$ cat src/rtl/vrc_regs.vh
// Register map, field positions and reset values of the reference control block
`ifndef VRC_REGS_VH
`define VRC_REGS_VH

// ----------------------------------------------------------------
// Register indices and byte addresses
// ----------------------------------------------------------------
`define VRC_LEVEL_SELECT_IDX 4'h0
`define VRC_FORCE_ENABLE_IDX 4'h1
`define VRC_ADDR_W 4
`define VRC_LEVEL_SELECT_ADDR 4'h0
`define VRC_FORCE_ENABLE_ADDR 4'h4

// ----------------------------------------------------------------
// Field positions
// ----------------------------------------------------------------
`define VRC_CONV_SEL_HI 6
`define VRC_CONV_SEL_LO 4
`define VRC_SHARED_SEL_HI 2
`define VRC_SHARED_SEL_LO 0
`define VRC_CONV_FORCE_BIT 1
`define VRC_SHARED_FORCE_BIT 0

// ----------------------------------------------------------------
// Level codes and reset values
// ----------------------------------------------------------------
`define VRC_LVL_0V55 3'h0
`define VRC_LVL_1V1 3'h1
`define VRC_LVL_2V5 3'h2
`define VRC_LVL_4V34 3'h3
`define VRC_LVL_1V5 3'h4
`define VRC_LEVEL_SELECT_RST 8'h00
`define VRC_FORCE_ENABLE_RST 8'h00
`define VRC_LEVEL_SELECT_MASK 8'h77
`define VRC_FORCE_ENABLE_MASK 8'h03

// ----------------------------------------------------------------
// AXI responses
// ----------------------------------------------------------------
`define VRC_RESP_OKAY 2'h0
`define VRC_RESP_SLVERR 2'h2

`endif

$ cat src/rtl/vrc_level_decode.v
// Level code decoder, one-hot over the five reference levels
`timescale 1ns/1ns
`include "vrc_regs.vh"
module vrc_level_decode (
    input wire aclk,
    input wire aresetn,
    input wire [2:0] sel,
    output reg [4:0] level_onehot_q
);
    reg [4:0] level_onehot_d;

    // ----------------------------------------------------------------
    // Decode: bit0 0.55V, bit1 1.1V, bit2 2.5V, bit3 4.34V, bit4 1.5V
    // ----------------------------------------------------------------
    always @* begin
        case (sel)
            `VRC_LVL_0V55: level_onehot_d = 5'h01;
            `VRC_LVL_1V1: level_onehot_d = 5'h02;
            `VRC_LVL_2V5: level_onehot_d = 5'h04;
            `VRC_LVL_4V34: level_onehot_d = 5'h08;
            default: level_onehot_d = 5'h10;
        endcase
    end

    always @(posedge aclk) begin
        if (!aresetn) begin
            level_onehot_q <= 5'h01;
        end else begin
            level_onehot_q <= level_onehot_d;
        end
    end
endmodule // vrc_level_decode

$ cat src/rtl/vrc_reference_control.v
// Reference source control with AXI4-Lite register access
`timescale 1ns/1ns
`include "vrc_regs.vh"
module vrc_reference_control (
    input wire aclk,
    input wire aresetn,
    input wire [`VRC_ADDR_W-1:0] s_axi_awaddr,
    input wire [2:0] s_axi_awprot,
    input wire s_axi_awvalid,
    output reg s_axi_awready,
    input wire [31:0] s_axi_wdata,
    input wire [3:0] s_axi_wstrb,
    input wire s_axi_wvalid,
    output reg s_axi_wready,
    output reg [1:0] s_axi_bresp,
    output reg s_axi_bvalid,
    input wire s_axi_bready,
    input wire [`VRC_ADDR_W-1:0] s_axi_araddr,
    input wire [2:0] s_axi_arprot,
    input wire s_axi_arvalid,
    output reg s_axi_arready,
    output reg [31:0] s_axi_rdata,
    output reg [1:0] s_axi_rresp,
    output reg s_axi_rvalid,
    input wire s_axi_rready,
    input wire converter_request,
    input wire comparator_request,
    input wire output_conv_request,
    output reg converter_ref_en_q,
    output reg shared_ref_en_q,
    output reg [2:0] converter_level_q,
    output reg [2:0] shared_level_q,
    output wire [4:0] converter_level_onehot_q,
    output wire [4:0] shared_level_onehot_q
);
    reg [7:0] level_select_register_q;
    reg [7:0] force_enable_register_q;
    reg aw_held_q;
    reg w_held_q;
    reg [`VRC_ADDR_W-1:0] aw_addr_q;
    reg [7:0] w_data_q;
    reg w_strb0_q;
    wire aw_take;
    wire w_take;
    wire do_write;
    wire [`VRC_ADDR_W-1:0] wr_addr;
    wire [7:0] wr_data;
    wire wr_strb0;
    wire converter_force_on;
    wire shared_force_on;
    wire wr_hit_level;
    wire wr_hit_force;
    wire wr_store;
    reg [31:0] rd_data;
    reg [1:0] rd_resp;
    localparam SRC_COUNT = 2;
    wire [2:0] src_sel [0:SRC_COUNT-1];
    wire [4:0] src_onehot [0:SRC_COUNT-1];
    genvar gi;

    // ----------------------------------------------------------------
    // Write channels: address and data taken in either order
    // ----------------------------------------------------------------
    assign aw_take = s_axi_awvalid && s_axi_awready;
    assign w_take = s_axi_wvalid && s_axi_wready;
    assign do_write = (aw_take || aw_held_q) && (w_take || w_held_q) && !s_axi_bvalid;
    assign wr_addr = aw_held_q ? aw_addr_q : s_axi_awaddr;
    assign wr_data = w_held_q ? w_data_q : s_axi_wdata[7:0];
    assign wr_strb0 = w_held_q ? w_strb0_q : s_axi_wstrb[0];
    assign wr_hit_level = (wr_addr == `VRC_LEVEL_SELECT_ADDR);
    assign wr_hit_force = (wr_addr == `VRC_FORCE_ENABLE_ADDR);
    assign wr_store = do_write && wr_strb0;

    always @(posedge aclk) begin
        if (!aresetn) begin
            s_axi_awready <= 1'b0;
            s_axi_wready <= 1'b0;
            s_axi_bvalid <= 1'b0;
            s_axi_bresp <= `VRC_RESP_OKAY;
            aw_held_q <= 1'b0;
            w_held_q <= 1'b0;
            aw_addr_q <= {`VRC_ADDR_W{1'b0}};
            w_data_q <= 8'h00;
            w_strb0_q <= 1'b0;
        end else begin
            s_axi_awready <= !s_axi_awready && !aw_held_q && !s_axi_bvalid && !do_write
                && s_axi_awvalid;
            s_axi_wready <= !s_axi_wready && !w_held_q && !s_axi_bvalid && !do_write
                && s_axi_wvalid;
            if (do_write) begin
                aw_held_q <= 1'b0;
                w_held_q <= 1'b0;
                s_axi_bvalid <= 1'b1;
                if (wr_hit_level || wr_hit_force) begin
                    s_axi_bresp <= `VRC_RESP_OKAY;
                end else begin
                    s_axi_bresp <= `VRC_RESP_SLVERR;
                end
            end else begin
                if (aw_take) begin
                    aw_held_q <= 1'b1;
                    aw_addr_q <= s_axi_awaddr;
                end
                if (w_take) begin
                    w_held_q <= 1'b1;
                    w_data_q <= s_axi_wdata[7:0];
                    w_strb0_q <= s_axi_wstrb[0];
                end
                if (s_axi_bvalid && s_axi_bready) begin
                    s_axi_bvalid <= 1'b0;
                end
            end
        end
    end

    // ----------------------------------------------------------------
    // Control registers
    // ----------------------------------------------------------------
    always @(posedge aclk) begin
        if (!aresetn) begin
            level_select_register_q <= `VRC_LEVEL_SELECT_RST;
            force_enable_register_q <= `VRC_FORCE_ENABLE_RST;
        end else if (wr_store) begin
            if (wr_hit_level) begin
                level_select_register_q <= wr_data & `VRC_LEVEL_SELECT_MASK;
            end
            if (wr_hit_force) begin
                force_enable_register_q <= wr_data & `VRC_FORCE_ENABLE_MASK;
            end
        end
    end

    // ----------------------------------------------------------------
    // Read data select
    // ----------------------------------------------------------------
    always @* begin
        rd_data = 32'h0000_0000;
        rd_resp = `VRC_RESP_SLVERR;
        case (s_axi_araddr)
            `VRC_LEVEL_SELECT_ADDR: begin
                rd_data = {24'h00_0000, level_select_register_q};
                rd_resp = `VRC_RESP_OKAY;
            end
            `VRC_FORCE_ENABLE_ADDR: begin
                rd_data = {24'h00_0000, force_enable_register_q};
                rd_resp = `VRC_RESP_OKAY;
            end
            default: begin
                rd_data = 32'h0000_0000;
                rd_resp = `VRC_RESP_SLVERR;
            end
        endcase
    end

    // ----------------------------------------------------------------
    // Read channel
    // ----------------------------------------------------------------
    always @(posedge aclk) begin
        if (!aresetn) begin
            s_axi_arready <= 1'b0;
            s_axi_rvalid <= 1'b0;
            s_axi_rdata <= 32'h0000_0000;
            s_axi_rresp <= `VRC_RESP_OKAY;
        end else begin
            s_axi_arready <= !s_axi_arready && !s_axi_rvalid && s_axi_arvalid;
            if (s_axi_arvalid && s_axi_arready) begin
                s_axi_rvalid <= 1'b1;
                s_axi_rdata <= rd_data;
                s_axi_rresp <= rd_resp;
            end else if (s_axi_rvalid && s_axi_rready) begin
                s_axi_rvalid <= 1'b0;
            end
        end
    end

    // ----------------------------------------------------------------
    // Source enables and level outputs
    // ----------------------------------------------------------------
    assign converter_force_on = force_enable_register_q[`VRC_CONV_FORCE_BIT];
    assign shared_force_on = force_enable_register_q[`VRC_SHARED_FORCE_BIT];

    always @(posedge aclk) begin
        if (!aresetn) begin
            converter_ref_en_q <= 1'b0;
            shared_ref_en_q <= 1'b0;
        end else begin
            // Independent sources, enable is force OR request
            converter_ref_en_q <= converter_force_on
                || converter_request;
            shared_ref_en_q <= shared_force_on || comparator_request
                || output_conv_request;
        end
    end

    // ----------------------------------------------------------------
    // Level outputs follow the select fields
    // ----------------------------------------------------------------
    always @(posedge aclk) begin
        if (!aresetn) begin
            converter_level_q <= `VRC_LVL_0V55;
            shared_level_q <= `VRC_LVL_0V55;
        end else begin
            converter_level_q <= src_sel[0];
            shared_level_q <= src_sel[1];
        end
    end

    // ----------------------------------------------------------------
    // Level decoders, one per source
    // ----------------------------------------------------------------
    assign src_sel[0] = level_select_register_q[`VRC_CONV_SEL_HI:`VRC_CONV_SEL_LO];
    assign src_sel[1] = level_select_register_q[`VRC_SHARED_SEL_HI:`VRC_SHARED_SEL_LO];

    generate
        for (gi = 0; gi < SRC_COUNT; gi = gi + 1) begin : g_src
            vrc_level_decode u_decode (
                .aclk(aclk),
                .aresetn(aresetn),
                .sel(src_sel[gi]),
                .level_onehot_q(src_onehot[gi])
            );
        end
    endgenerate

    assign converter_level_onehot_q = src_onehot[0];
    assign shared_level_onehot_q = src_onehot[1];
endmodule // vrc_reference_control

$ cat config.mk
export PLATFORM = sky130hd
export DESIGN_NAME = vrc_reference_control
export DESIGN_NICKNAME = d
export VERILOG_FILES = /design/src/rtl/vrc_level_decode.v /design/src/rtl/vrc_reference_control.v
export VERILOG_INCLUDE_DIRS = /design/src /design/src/rtl
export SDC_FILE = /design/constraint.sdc
export NUM_CORES = 1
export LEC_CHECK = 0
export ABC_AREA = 1
export BUFFER_PORTS_ARGS = -buffer_cell sky130_fd_sc_hd__buf_2
export CAP_MARGIN = 30
export CORE_ASPECT_RATIO = 2
export CORE_MARGIN = 10
export CORE_UTILIZATION = 45
export CTS_BUF_LIST = sky130_fd_sc_hd__clkbuf_4 sky130_fd_sc_hd__clkbuf_8 sky130_fd_sc_hd__clkbuf_16
export CTS_CLUSTER_SIZE = 14
export DETAILED_ROUTE_END_ITERATION = 7
export PLACE_DENSITY = 0.8
export SETUP_SLACK_MARGIN = 0.5
export SLEW_MARGIN = 20
export SYNTH_ARGS = -nofsm -noshare
export SYNTH_HDL_FRONTEND = slang
export SYNTH_SLANG_ARGS = --single-unit
$ cat constraint.sdc
create_clock -name aclk -period 1.5 [get_ports aclk]
set_clock_uncertainty 0.15 [all_clocks]
set_input_delay 0 -clock aclk [delete_from_list [all_inputs] [get_ports aclk]]
set_output_delay 0 -clock aclk [all_outputs]
set_load 0.05 [all_outputs]
## Yosys cells after proc, flatten, opt, wreduce, memory -nomap -nowiden

Index checks and enable logic that the tools add are counted.

| storage, ports and cells | value |
|---|---|
| flip-flop bits (word level) | 81 |
| input port bits | 60 |
| word-level logic and storage cells | 87 |

| cells by class | value |
|---|---|
| equal/unequal tests | 8 |
| reduce and logical (&&, ||, !) cells | 44 |
| muxes and demuxes | 12 |
| bitwise logic cells | 2 |

Operator list:

| cell | number |
|---|---|
| case mux 5 bit (4 select lines) | 2 |
| logical AND 1 bit | 18 |
| case mux 7 bit (2 select lines) | 1 |
| == test 3 x 2 -> 1 bit, second input constant | 4 |
| == test 4 x 3 -> 1 bit, second input constant | 2 |
| logical NOT 1 bit | 8 |
| logical NOT 4 bit | 2 |
| AND reduction 2 bit | 4 |
| 2-to-1 mux 7 bit | 1 |
| == test 3 x 1 -> 1 bit, second input constant | 2 |
| logical NOT 3 bit | 2 |
| logical OR 1 bit | 6 |
| 2-to-1 mux 1 bit | 5 |
| 2-to-1 mux 2 bit | 2 |
| 2-to-1 mux 4 bit | 1 |
| nonzero test 2 bit | 2 |
| OR reduction 2 bit | 2 |
| inverter 1 bit | 2 |

## Longest topological paths before layout

Gate-level depths: netlist (run 1).

| logic depth | value |
|---|---|
| depth after elaboration | 7 |
| mapped depth | 9 |
| gate-level depth less buffers | 8 |

## Modules after synthesis

From an unflattened synthesis (run 1), not the netlist that was laid out.

| unflattened totals | value |
|---|---|
| cells, all modules | 309 |
| area total of the unflattened synthesis | 2,349.8 sq um |

Modules (own cells, without submodules):

| module | area an instance (sq um) | cells each | times used | seq. area each (sq um) |
|---|---|---|---|---|
| vrc_reference_control | 2,031.9 | 269 | 1 | 840.8 |
| vrc_level_decode | 158.9 | 20 | 2 | 100.1 |

## Worst setup path before layout (run 1)

Ideal clock, no wire load.

| timing path | value |
|---|---|
| path type | flip-flop to flip-flop |
| start | register s_axi_awready |
| end | register level_select_register_q[2] |
| stages on the path, launching flop included | 8 |
| arrival time | 1.418 ns |
| period minus slack after synthesis | 1.681 ns |
| path buffers | 0 |
| setup time | 0.113 ns |
| slack | -0.181 ns |
| cells stage by stage | dfxtp_1 > nand2_1 > nand2_4 > nand3_4 > nor2_4 > nand3_1 > nand2_1 > nor2_1 |

| between the ends | value |
|---|---|
| cells in the longest elaborated chain, start to end | 6 |

Ends and longest elaborated chain:

| element | line | source |
|---|---|---|
| start: declaration | vrc_reference_control.v:10 | `output reg s_axi_awready,` |
| start signal: assignment | vrc_reference_control.v:86 | `s_axi_awready <= !s_axi_awready && !aw_held_q && !s_axi_bvalid && !do_write` |
| logical AND 1 bit | vrc_reference_control.v:64 | `assign aw_take = s_axi_awvalid && s_axi_awready;` |
| logical OR 1 bit | vrc_reference_control.v:66 | `assign do_write = (aw_take \|\| aw_held_q) && (w_take \|\| w_held_q) && !s_axi_bvalid;` |
| logical AND 1 bit (2 in a row) | vrc_reference_control.v:66 |  |
| logical AND 1 bit | vrc_reference_control.v:72 | `assign wr_store = do_write && wr_strb0;` |
| AND reduction 2 bit (no source line) | - |  |
| end signal: assignment | vrc_reference_control.v:121 | `` level_select_register_q <= `VRC_LEVEL_SELECT_RST; `` |
| end signal: assignment | vrc_reference_control.v:125 | `` level_select_register_q <= wr_data & `VRC_LEVEL_SELECT_MASK; `` |
| end: declaration | vrc_reference_control.v:36 | `reg [7:0] level_select_register_q;` |

Every way passes these cells.
A chain may end at the register's enable or synchronous reset.

## Final worst setup path (run 1)

| timing path | value |
|---|---|
| start | register aw_held_q |
| end | register force_enable_register_q[0] |

| between the ends | value |
|---|---|
| cells in the longest elaborated chain, start to end | 5 |
| elaborated cells on any way between the ends | 7 |
| those cells by class | eq/ne: 1; mux: 1; reduce/logical: 5 |

Ends and longest elaborated chain:

| element | line | source |
|---|---|---|
| start: declaration | vrc_reference_control.v:38 | `reg aw_held_q;` |
| start signal: assignment | vrc_reference_control.v:80 | `aw_held_q <= 1'b0;` |
| start signal: assignment | vrc_reference_control.v:91 | `aw_held_q <= 1'b0;` |
| start signal: assignment | vrc_reference_control.v:101 | `aw_held_q <= 1'b1;` |
| parallel branches: the longest is 4 deep, another holds 2-to-1 mux 4 bit | - |  |
| AND reduction 2 bit (no source line) (*) | - |  |
| end signal: assignment | vrc_reference_control.v:122 | `` force_enable_register_q <= `VRC_FORCE_ENABLE_RST; `` |
| end signal: assignment | vrc_reference_control.v:128 | `` force_enable_register_q <= wr_data & `VRC_FORCE_ENABLE_MASK; `` |
| end: declaration | vrc_reference_control.v:37 | `reg [7:0] force_enable_register_q;` |

Every way passes the cells marked *.

==> results.sh, run 1 <==
export IMPL_rrSetupSlack_ns=0.10
export IMPL_pwr_share_comb_pct=22.4
export IMPL_cts_buffer_depth=2
export IMPL_ys_types=28
export IMPL_worst_setup_path_start_kind="flip-flop"
export IMPL_ys_async_sr_fraction_pct=0
export IMPL_drtIter0Drc=134
export IMPL_clk_pin_slew_worst_paths_ns=0.11
export IMPL_internal_power_w=0.00198
export IMPL_critPathMaxFanout=8
export IMPL_drive_gt1_share_pct=43.8
export IMPL_cp_arrival_ns=1.46
export IMPL_cts_buffers=5
export IMPL_clk_latency_ns=0.32
export IMPL_finalHoldViolCount=10
export IMPL_switchingPower_w=0.000964
export IMPL_muxShareOfSynthArea_pct=1.78
export IMPL_nets=445
export IMPL_final_common_cell="dfxtp_1"
export IMPL_p_sw_share_pct=32.8
export IMPL_core_um2=4860
export IMPL_min_to="s_axi_rresp[1]"
export IMPL_grt_remaining_overflow=0
export IMPL_htree_levels=2
export IMPL_syn_area_um2=2250
export IMPL_yosysSeqAreaShare_pct=46.3
export IMPL_firstDrtPassIters=4
export IMPL_outcome="complete, but fails checks"
export IMPL_synth_flop_cell="dfxtp_1"
export IMPL_grt_pass1_vias=2258
export IMPL_fmax_ghz=0.715
export IMPL_n_fill_cell=352
export IMPL_antenna_found_initial=0
export IMPL_r2r_end="force_enable_register_q[0]"
export IMPL_die_h_um=120
export IMPL_die_w_um=70.0
export IMPL_cp_required_ns=1.56
export IMPL_ioPinCount=119
export IMPL_diodes=0
export IMPL_place_congestion=0.786
export IMPL_area_growth_pct=55.5
export IMPL_wl_per_cell_um=15.3
export IMPL_crit_type="reg -> reg"
export IMPL_route_detailed_drc=0
export IMPL_ir_worst_vdd_mv=0.973
export IMPL_ys_warn_count=0
export IMPL_r2r_cells=7
export IMPL_worst_hold_slack_ns=-0.134
export IMPL_leakage_nw=1.59
export IMPL_endpoint_kind="flip-flop"
export IMPL_finalSetupViolCount=0
export IMPL_port_buffers=55
export IMPL_hp_start="s_axi_araddr[3]"
export IMPL_grt_start_max_net_pins=24
export IMPL_min_path_cells=3
export IMPL_synth_xor_area_share_pct=0
export IMPL_die_area_um2=8400
export IMPL_clkPwrFrac_pct=28.7
export IMPL_grtUsageTotal_pct=14.3
export IMPL_wl_um=6760
export IMPL_synth_edf_count=0
export IMPL_mostFrequentLayoutCells="36 x dfxtp_1, 35 x nand2_1, 28 x inv_1, 28 x conb_1"
export IMPL_finalMaxSlewViolations=0
export IMPL_root_buffer="clkbuf_8"
export IMPL_initial_core_util_pct=46.2
export IMPL_violations="negative hold slack"
export IMPL_synth_compound_area_share_pct=8.18
export IMPL_cts_tree="built"
export IMPL_grt_pass1_wl_um=10000
export IMPL_avgSynthCellArea_um2=7.89
export IMPL_via_per_inst=4.87
export IMPL_reg2reg_from="aw_held_q"
export IMPL_synth_ff_latch_count=52
export IMPL_min_path_type="in -> reg"
export IMPL_tns_ns=0
export IMPL_synthAdderAreaFrac_pct=0
export IMPL_setup_ws_ns=0.102
export IMPL_final_area_um2=3500
export IMPL_vias=2158
export IMPL_finalCritPeriodShare_pct=93.2
export IMPL_cts_num_sinks=52
export IMPL_cap_viol_max_count=0
export IMPL_cellPowerDensity_nw_per_um2=841
export IMPL_dp_hpwl_um=4280
export IMPL_placed_area_um2=2540
export IMPL_syn_inst=285
export IMPL_rows=36
export IMPL_min_period_ns=1.40
export IMPL_power_frac_seq_pct=48.9
export IMPL_synth_top_family_by_area="simple AND/OR/NAND/NOR gates"
export IMPL_rsz0062_at_grt="true"
export IMPL_dp_slack_ns=0.0113
export IMPL_yosys_area_share_simple_pct=26.7
export IMPL_postRouteAntennaNets=0
==> sequential cells by signal, summed over array words and instances (netlist names), 2 cells and up <==
| name | cells |
|---|---|
| g_src.u_decode.level_onehot_q | 10 |
| level_select_register_q | 6 |
| s_axi_rdata | 6 |
| w_data_q | 6 |
| aw_addr_q | 4 |
| converter_level_q | 3 |
| shared_level_q | 3 |
| force_enable_register_q | 2 |
==> worst max-delay path by stage <==
stage                 start                         end  slack (ns)  depth (start not counted)
2_1_floorplan  s_axi_bvalid  level_select_register_q[2]        0.17                          6
3_3_place_gp      aw_held_q  force_enable_register_q[1]        0.06                          7
3_5_place_dp      aw_held_q  level_select_register_q[6]        0.01                          7
4_1_cts        s_axi_wready                aw_addr_q[1]        0.14                          7
5_1_grt           aw_held_q  level_select_register_q[6]        0.05                          8
6_report          aw_held_q  force_enable_register_q[0]        0.10                          7
==> power by group through the flow <==
stage | logic (W) | clock network (W) | registers, W
finish | 0.000659 | 0.000844 | 0.00144
global route | 0.000698 | 0.000903 | 0.00144
CTS | 0.000571 | 0.000850 | 0.00143
detailed placement | 0.000447 | 0 | 0.00146
global placement | 0.000439 | 0 | 0.00146
floorplan | 0.000360 | 0 | 0.00151
==> critical path: stages, from the launching register on <==
cell and delay, ns:
dfxtp_4 0.43, inv_8 0.06, nand2_8 0.06, nand3_4 0.11
nor2_4 0.23, nand3_2 0.11, nand2_1 0.08, nor2_1 0.05
==> logic make-up (layout without fill, tap and decap cells) <==
| logic type | after synthesis | after routing |
|---|---|---|
| muxes | 4 | 4 |
| and+or+nand+nor | 127 | 128 |
| buffers and inverters | 68 | 141 |
| other | 1 | 28 |
| DFF | 52 | 52 |
| AOI/OAI and AO/OA | 33 | 33 |
==> synth_stat cells (2+ instances only) <==
library cell	number	share of area [%]
nand2_4	2	1.0
nor2_2	2	0.56
nor2_4	2	1.0
nor2_1	33	5.5
dfxtp_1	52	46
nor3_1	9	2.0
a21oi_2	2	0.78
nand2_1	47	7.8
nand3_1	25	5.6
a21oi_1	18	4.0
o21ai_0	12	2.7
buf_6	2	1.0
mux2i_1	4	1.8
clkbuf_1	2	0.33
buf_4	28	9.3
inv_1	32	5.3
nand2_2	2	0.56
==> metrics by stage <==
step                      std cells  util [%]  total power (W)  hold slack [ns]
after global routing            443      71.9          0.00304           -0.107
after detailed placement        396      52.2          0.00191           0.0688
after floorplan                 312         -          0.00187          -0.0414
after CTS                       434      65.8          0.00286           -0.204
after global placement          396      52.2          0.00190           0.0572
final                           443      71.9          0.00294           -0.134
==> cell type report <==
cell class | instances | area, µm² | area share, %
inverters | 35 | 160 | 4.58
well taps | 57 | 71.3 | 2.04
flip-flops and latches | 52 | 1080 | 30.8
multi-input cells | 193 | 1210 | 34.6
clock buffers | 5 | 68.8 | 1.97
repair buffers | 98 | 886 | 25.3
clock inverters | 3 | 26.3 | 0.751
==> repair_timing <==
item / CTS / global route
pin swaps: 17 / 28
endpoints found under the setup margin: 61 / 49
setup buffers: 10 / 8
cloned: 1 / 0
endpoints found under the hold margin: 31 / 11
resized for setup: 82 / 62
hold buffers: 19 / 3
==> layer usage <==
layer | up-vias | GRT usage (%) | wire length, µm
li1 | 1047 | - | -
met1 | 1006 | 11.3 | 2180
met2 | 79 | 29.1 | 3880
met3 | 26 | 4.37 | 405
met4 | 0 | 7.82 | 297
met5 | - | 0 | 0
Note: power is estimated with default switching activity, not from simulation.
==> run 2: changes to the inputs <==
- BUFFER_PORTS_ARGS: -buffer_cell sky130_fd_sc_hd__buf_2 -> -buffer_cell sky130_fd_sc_hd__buf_4
- MAX_ROUTING_LAYER: unset -> met4
==> run 2 against run 1 <==
The flow still finishes with violations (negative hold slack). Sequential share of layout area shrank 0.17 points. Sequential power hardly changed. Die area unchanged. Final cell count grew 0.90%. Clock-buffer cell count stayed put. Setup slack better by 0.018 ns. Maximum frequency up 1.3%. Flip-flop and latch count unchanged. Clock power decreased by 0.5%. Critical path type unchanged. Critical endpoint is now level_select_register_q[4].
==> results.sh, run 2 (synthesized netlist as in run 1, its figures left out) <==
export IMPL_finalMaxSlewViolations=0
export IMPL_cts_buffers=5
export IMPL_crit_buf_inv=1
export IMPL_crit_family="simple AND/OR/NAND/NOR gates"
export IMPL_multi_input_area_um2=1150
export IMPL_critPathMaxFanout=8
export IMPL_ir_worst_vdd_mv=0.958
export IMPL_initial_core_util_pct=46.2
export IMPL_antenna_found_initial=0
export IMPL_regMostFlops="g_src.u_decode.level_onehot_q"
export IMPL_mostFrequentLayoutCells="45 x buf_4, 36 x nand2_1, 31 x dfxtp_1, 30 x nor2_1"
export IMPL_via_per_inst=4.86
export IMPL_cts_num_sinks=52
export IMPL_fmax_ghz=0.724
export IMPL_endpoint_kind="flip-flop"
export IMPL_worst_hold_slack_ns=-0.177
export IMPL_wl_um=6630
export IMPL_finalHoldViolCount=33
export IMPL_crit_slowest_cell="dfxtp_4"
export IMPL_grt_pass1_vias=2225
export IMPL_cpPeakStageDelay_ns=0.42
export IMPL_area_growth_pct=58.0
export IMPL_min_path_type="in -> reg"
export IMPL_grt_remaining_overflow=0
export IMPL_die_w_um=70.0
export IMPL_cp_startpoint="aw_held_q"
export IMPL_placed_cells=396
export IMPL_final_common_cell="buf_4"
export IMPL_root_buffer="clkbuf_8"
export IMPL_cap_viol_max_count=0
export IMPL_cellPowerDensity_nw_per_um2=825
export IMPL_clk_pin_slew_worst_paths_ns=0.10
export IMPL_firstDrtPassIters=4
export IMPL_die_h_um=120
export IMPL_grt_start_max_net_pins=25
export IMPL_place_congestion=0.826
export IMPL_diodes=0
export IMPL_route_detailed_drc=0
export IMPL_ioPinCount=119
export IMPL_dp_slack_ns=0.0234
export IMPL_vias=2171
export IMPL_setup_ws_ns=0.120
export IMPL_cts_tree="built"
export IMPL_cp_arrival_ns=1.45
export IMPL_finalSetupViolCount=0
export IMPL_n_fill_cell=342
export IMPL_outcome="complete, but fails checks"
export IMPL_violations="negative hold slack"
export IMPL_seq_area_um2=1090
export IMPL_top_layer="met4"
export IMPL_grt_pass1_wl_um=9900
export IMPL_grtUsageTotal_pct=14.7
export IMPL_dp_hpwl_um=4180
export IMPL_postRouteAntennaNets=0
export IMPL_die_area_um2=8400
export IMPL_cts_buffer_depth=2
export IMPL_rsz0062_at_grt="true"
export IMPL_htree_levels=2
export IMPL_core_um2=4860
export IMPL_drive_gt1_share_pct=42.1
export IMPL_worst_setup_path_start_kind="flip-flop"
export IMPL_min_period_ns=1.38
export IMPL_drtIter0Drc=73
export IMPL_crit_type="reg -> reg"
export IMPL_clk_latency_ns=0.31
export IMPL_hp_start="aresetn"
export IMPL_crit_path_cell_trace="inv_6 > nand2_4 > nand3_4 > nor2_4 > nand3_2 > nand2_1 > nor2_1"
export IMPL_largest_reg_flops=10
export IMPL_nets=449
export IMPL_wl_met3_um=334
export IMPL_drt_met1_wl_um=2180
export IMPL_leakage_nw=1.61
export IMPL_cp_required_ns=1.57
export IMPL_tns_ns=0
export IMPL_port_buffers=55
export IMPL_route_met2_wl_um=3880
export IMPL_reg2reg_from="aw_held_q"
export IMPL_layoutNonFillerInstCount=447
export IMPL_rows=36
export IMPL_wl_per_cell_um=14.8
export IMPL_finalCritPeriodShare_pct=92.0
run 2: worst paths after layout:
check	to	slack, ns	cells past startpoint
min reg2reg	s_axi_arready	0.30	1
min	level_select_register_q[0]	-0.18	3
max reg2reg	level_select_register_q[4]	0.12	7
max	level_select_register_q[4]	0.12	7
run 2: where the power goes:
part | switching, W | leakage (nW) | internal, W | total, W
Clock | 0.000497 | 0.0463 | 0.000343 | 0.000840
Combinational | 0.000422 | 1.13 | 0.000235 | 0.000657
Sequential | 0.0000284 | 0.434 | 0.00140 | 0.00143
Total | 0.000948 | 1.61 | 0.00198 | 0.00293
run 2: final cells by class:
cell class                 count  area share (%)
multi-input combinational    193            32.3
sequential                    52            30.6
timing repair buffer         102            28.0
inverter                      35            4.37
tap                           57            2.01
clock buffer                   5            1.94
clock inverter                 3           0.775
run 2: metal layers:
metal / up-vias / global-route usage (%)
li1: 1058 / -
met1: 1010 / 11.8
met2: 84 / 28.8
met3: 19 / 3.55
met4: 0 / 8.06
met5: - / -
run 2: repair_timing:
action	in CTS	in global routing
hold buffers	21	3
pin swaps	21	16
gates resized for setup	46	64
setup endpoints to repair	40	58
gates cloned	1	0
endpoints found under the hold margin	49	36
buffers inserted	15	5
run 2: worst reg2reg max path: stages, from the launching register on:
cell	delay (ns)
dfxtp_4	0.42
inv_6	0.06
nand2_4	0.08
nand3_4	0.10
nor2_4	0.25
nand3_2	0.12
nand2_1	0.07
nor2_1	0.04
run 2: metrics by stage:
stage / total power, W / util, % / area [µm²]
floorplan: 0.00187 / - / 2400
global placement: 0.00192 / 55.0 / 2680
detailed placement: 0.00193 / 55.0 / 2680
CTS: 0.00287 / 67.4 / 3280
global route: 0.00304 / 73.0 / 3550
finish: 0.00293 / 73.0 / 3550
==> run 3: changes to the inputs <==
- REMOVE_ABC_BUFFERS: unset -> 1
==> run 3 against run 2 <==
The flow still finishes with violations (negative hold slack). Non-clock buffer count is 10 lower. Combinational power shrank 11%. Hold slack got worse by 0.028 ns. Via count shrank 4.1%. Sequential share of layout area rose by 1.9 points. Maximum frequency decreased by 2.4%. Setup slack worse by 0.034 ns. Critical endpoint is now level_select_register_q[0].
==> results.sh, run 3 (synthesized netlist as in run 1, its figures left out) <==
export IMPL_grt_start_max_net_pins=25
export IMPL_finalCritPeriodShare_pct=94.3
export IMPL_die_area_um2=8400
export IMPL_tns_ns=0
export IMPL_n_fill_cell=389
export IMPL_cpPeakStageDelay_ns=0.39
export IMPL_finalMaxSlewViolations=0
export IMPL_area_growth_pct=46.3
export IMPL_nets=438
export IMPL_grt_pass1_vias=2074
export IMPL_rows=36
export IMPL_hp_start="s_axi_awvalid"
export IMPL_wl_um=5890
export IMPL_cp_arrival_ns=1.49
export IMPL_min_path_type="in -> reg"
export IMPL_crit_family="simple AND/OR/NAND/NOR gates"
export IMPL_cap_viol_max_count=0
export IMPL_cp_required_ns=1.57
export IMPL_outcome="complete, but fails checks"
export IMPL_die_h_um=120
export IMPL_place_congestion=0.771
export IMPL_largest_reg_flops=10
export IMPL_cts_tree="built"
export IMPL_final_area_um2=3290
export IMPL_regMostFlops="g_src.u_decode.level_onehot_q"
export IMPL_dp_slack_ns=0.0498
export IMPL_core_um2=4860
export IMPL_final_common_cell="nand2_1"
export IMPL_cts_num_sinks=52
export IMPL_worst_setup_path_start_kind="flip-flop"
export IMPL_root_buffer="clkbuf_8"
export IMPL_cp_startpoint="aw_held_q"
export IMPL_crit_slowest_cell="dfxtp_4"
export IMPL_fmax_ghz=0.707
export IMPL_ir_worst_vdd_mv=0.935
export IMPL_clkPwrFrac_pct=29.5
export IMPL_die_w_um=70.0
export IMPL_grtUsageTotal_pct=12.9
export IMPL_clk_pin_slew_worst_paths_ns=0.10
export IMPL_route_detailed_drc=0
export IMPL_finalSetupViolCount=0
export IMPL_internal_power_w=0.00195
export IMPL_drtIter0Drc=94
export IMPL_endpoint_kind="flip-flop"
export IMPL_switchingPower_w=0.000923
export IMPL_diodes=0
export IMPL_violations="negative hold slack"
export IMPL_leakage_nw=1.53
export IMPL_cts_buffer_depth=2
export IMPL_rsz0062_at_grt="true"
export IMPL_grt_remaining_overflow=0
export IMPL_critPathMaxFanout=6
export IMPL_cts_buffers=5
export IMPL_cellPowerDensity_nw_per_um2=873
export IMPL_setup_ws_ns=0.0854
export IMPL_power_frac_seq_pct=50.0
export IMPL_via_per_inst=4.78
export IMPL_pwr_share_comb_pct=20.4
export IMPL_firstDrtPassIters=4
export IMPL_grt_pass1_wl_um=8790
export IMPL_rrSetupSlack_ns=0.09
export IMPL_crit_buf_inv=1
export IMPL_drive_gt1_share_pct=36.7
export IMPL_dp_hpwl_um=4090
export IMPL_crit_type="reg -> reg"
export IMPL_min_period_ns=1.41
export IMPL_vias=2083
export IMPL_antenna_found_initial=0
export IMPL_placed_area_um2=2630
export IMPL_ioPinCount=119
export IMPL_crit_path_cell_trace="nor2_1 > nand2_1 > nand2_2 > inv_2 > nor2_4 > nand3_1 > nand2_1 > nor2_1"
export IMPL_finalHoldViolCount=35
export IMPL_port_buffers=55
export IMPL_worst_hold_slack_ns=-0.205
export IMPL_clk_latency_ns=0.31
export IMPL_p_sw_share_pct=32.1
export IMPL_reg2reg_from="aw_held_q"
export IMPL_mostFrequentLayoutCells="40 x nand2_1, 38 x buf_4, 32 x dfxtp_1, 31 x nor2_1"
export IMPL_wl_per_cell_um=13.5
export IMPL_htree_levels=2
export IMPL_initial_core_util_pct=46.2
export IMPL_postRouteAntennaNets=0
[run 3: power groups by stage]
stage / Sequential [W] / Clock [W] / Combinational, W
after global placement: 0.00146 / 0 / 0.000458
after detailed placement: 0.00146 / 0 / 0.000464
after global routing: 0.00144 / 0.000910 / 0.000625
after CTS: 0.00143 / 0.000861 / 0.000541
final: 0.00144 / 0.000848 / 0.000587
after floorplan: 0.00152 / 0 / 0.000283
[run 3: what timing repair did]
item                       CTS  global route
hold buffers                20             3
setup endpoints to repair   49            58
pin swaps                    7             8
hold endpoints to repair    49            40
gates resized for setup     45            50
setup buffers                6             6
[run 3: layer usage]
metal,vias to the layer above,GRT usage [%],wire (µm)
met5,-,-,0
met4,0,5.33,148
met3,12,3.80,297
met2,66,25.1,3350
met1,975,10.9,2090
li1,1030,-,-
[run 3: path summary, 6_finish.rpt]
kind,endpoint,cells past startpoint
worst min-delay path,s_axi_awready,3
worst max register to register,level_select_register_q[0],8
worst min register to register,s_axi_arready,1
worst max-delay path,level_select_register_q[0],8
[run 3: cell type report]
| cell class | instances | area (µm²) | share of cell area [%] |
|---|---|---|---|
| Clock buffer | 5 | 68.8 | 2.09 |
| Multi-Input combinational cell | 192 | 1020 | 31.0 |
| Sequential cell | 52 | 1070 | 32.5 |
| Timing Repair Buffer | 92 | 896 | 27.2 |
| Tap cell | 57 | 71.3 | 2.17 |
| Inverter | 35 | 141 | 4.30 |
| Clock inverter | 3 | 25.0 | 0.761 |
[run 3: tightest hold or removal path, delay by kind of cell]
kind | cells | cell delay (ns)
buf+inv | 1 | 0.12
simple gates | 2 | 0.10
[run 3: through the flow]
step	util, %	total power [W]	cells
floorplan	-	0.00180	279
global placement	54.1	0.00192	397
detailed placement	54.1	0.00192	397
CTS	63.6	0.00283	431
global route	67.6	0.00298	436
finish	67.6	0.00287	436
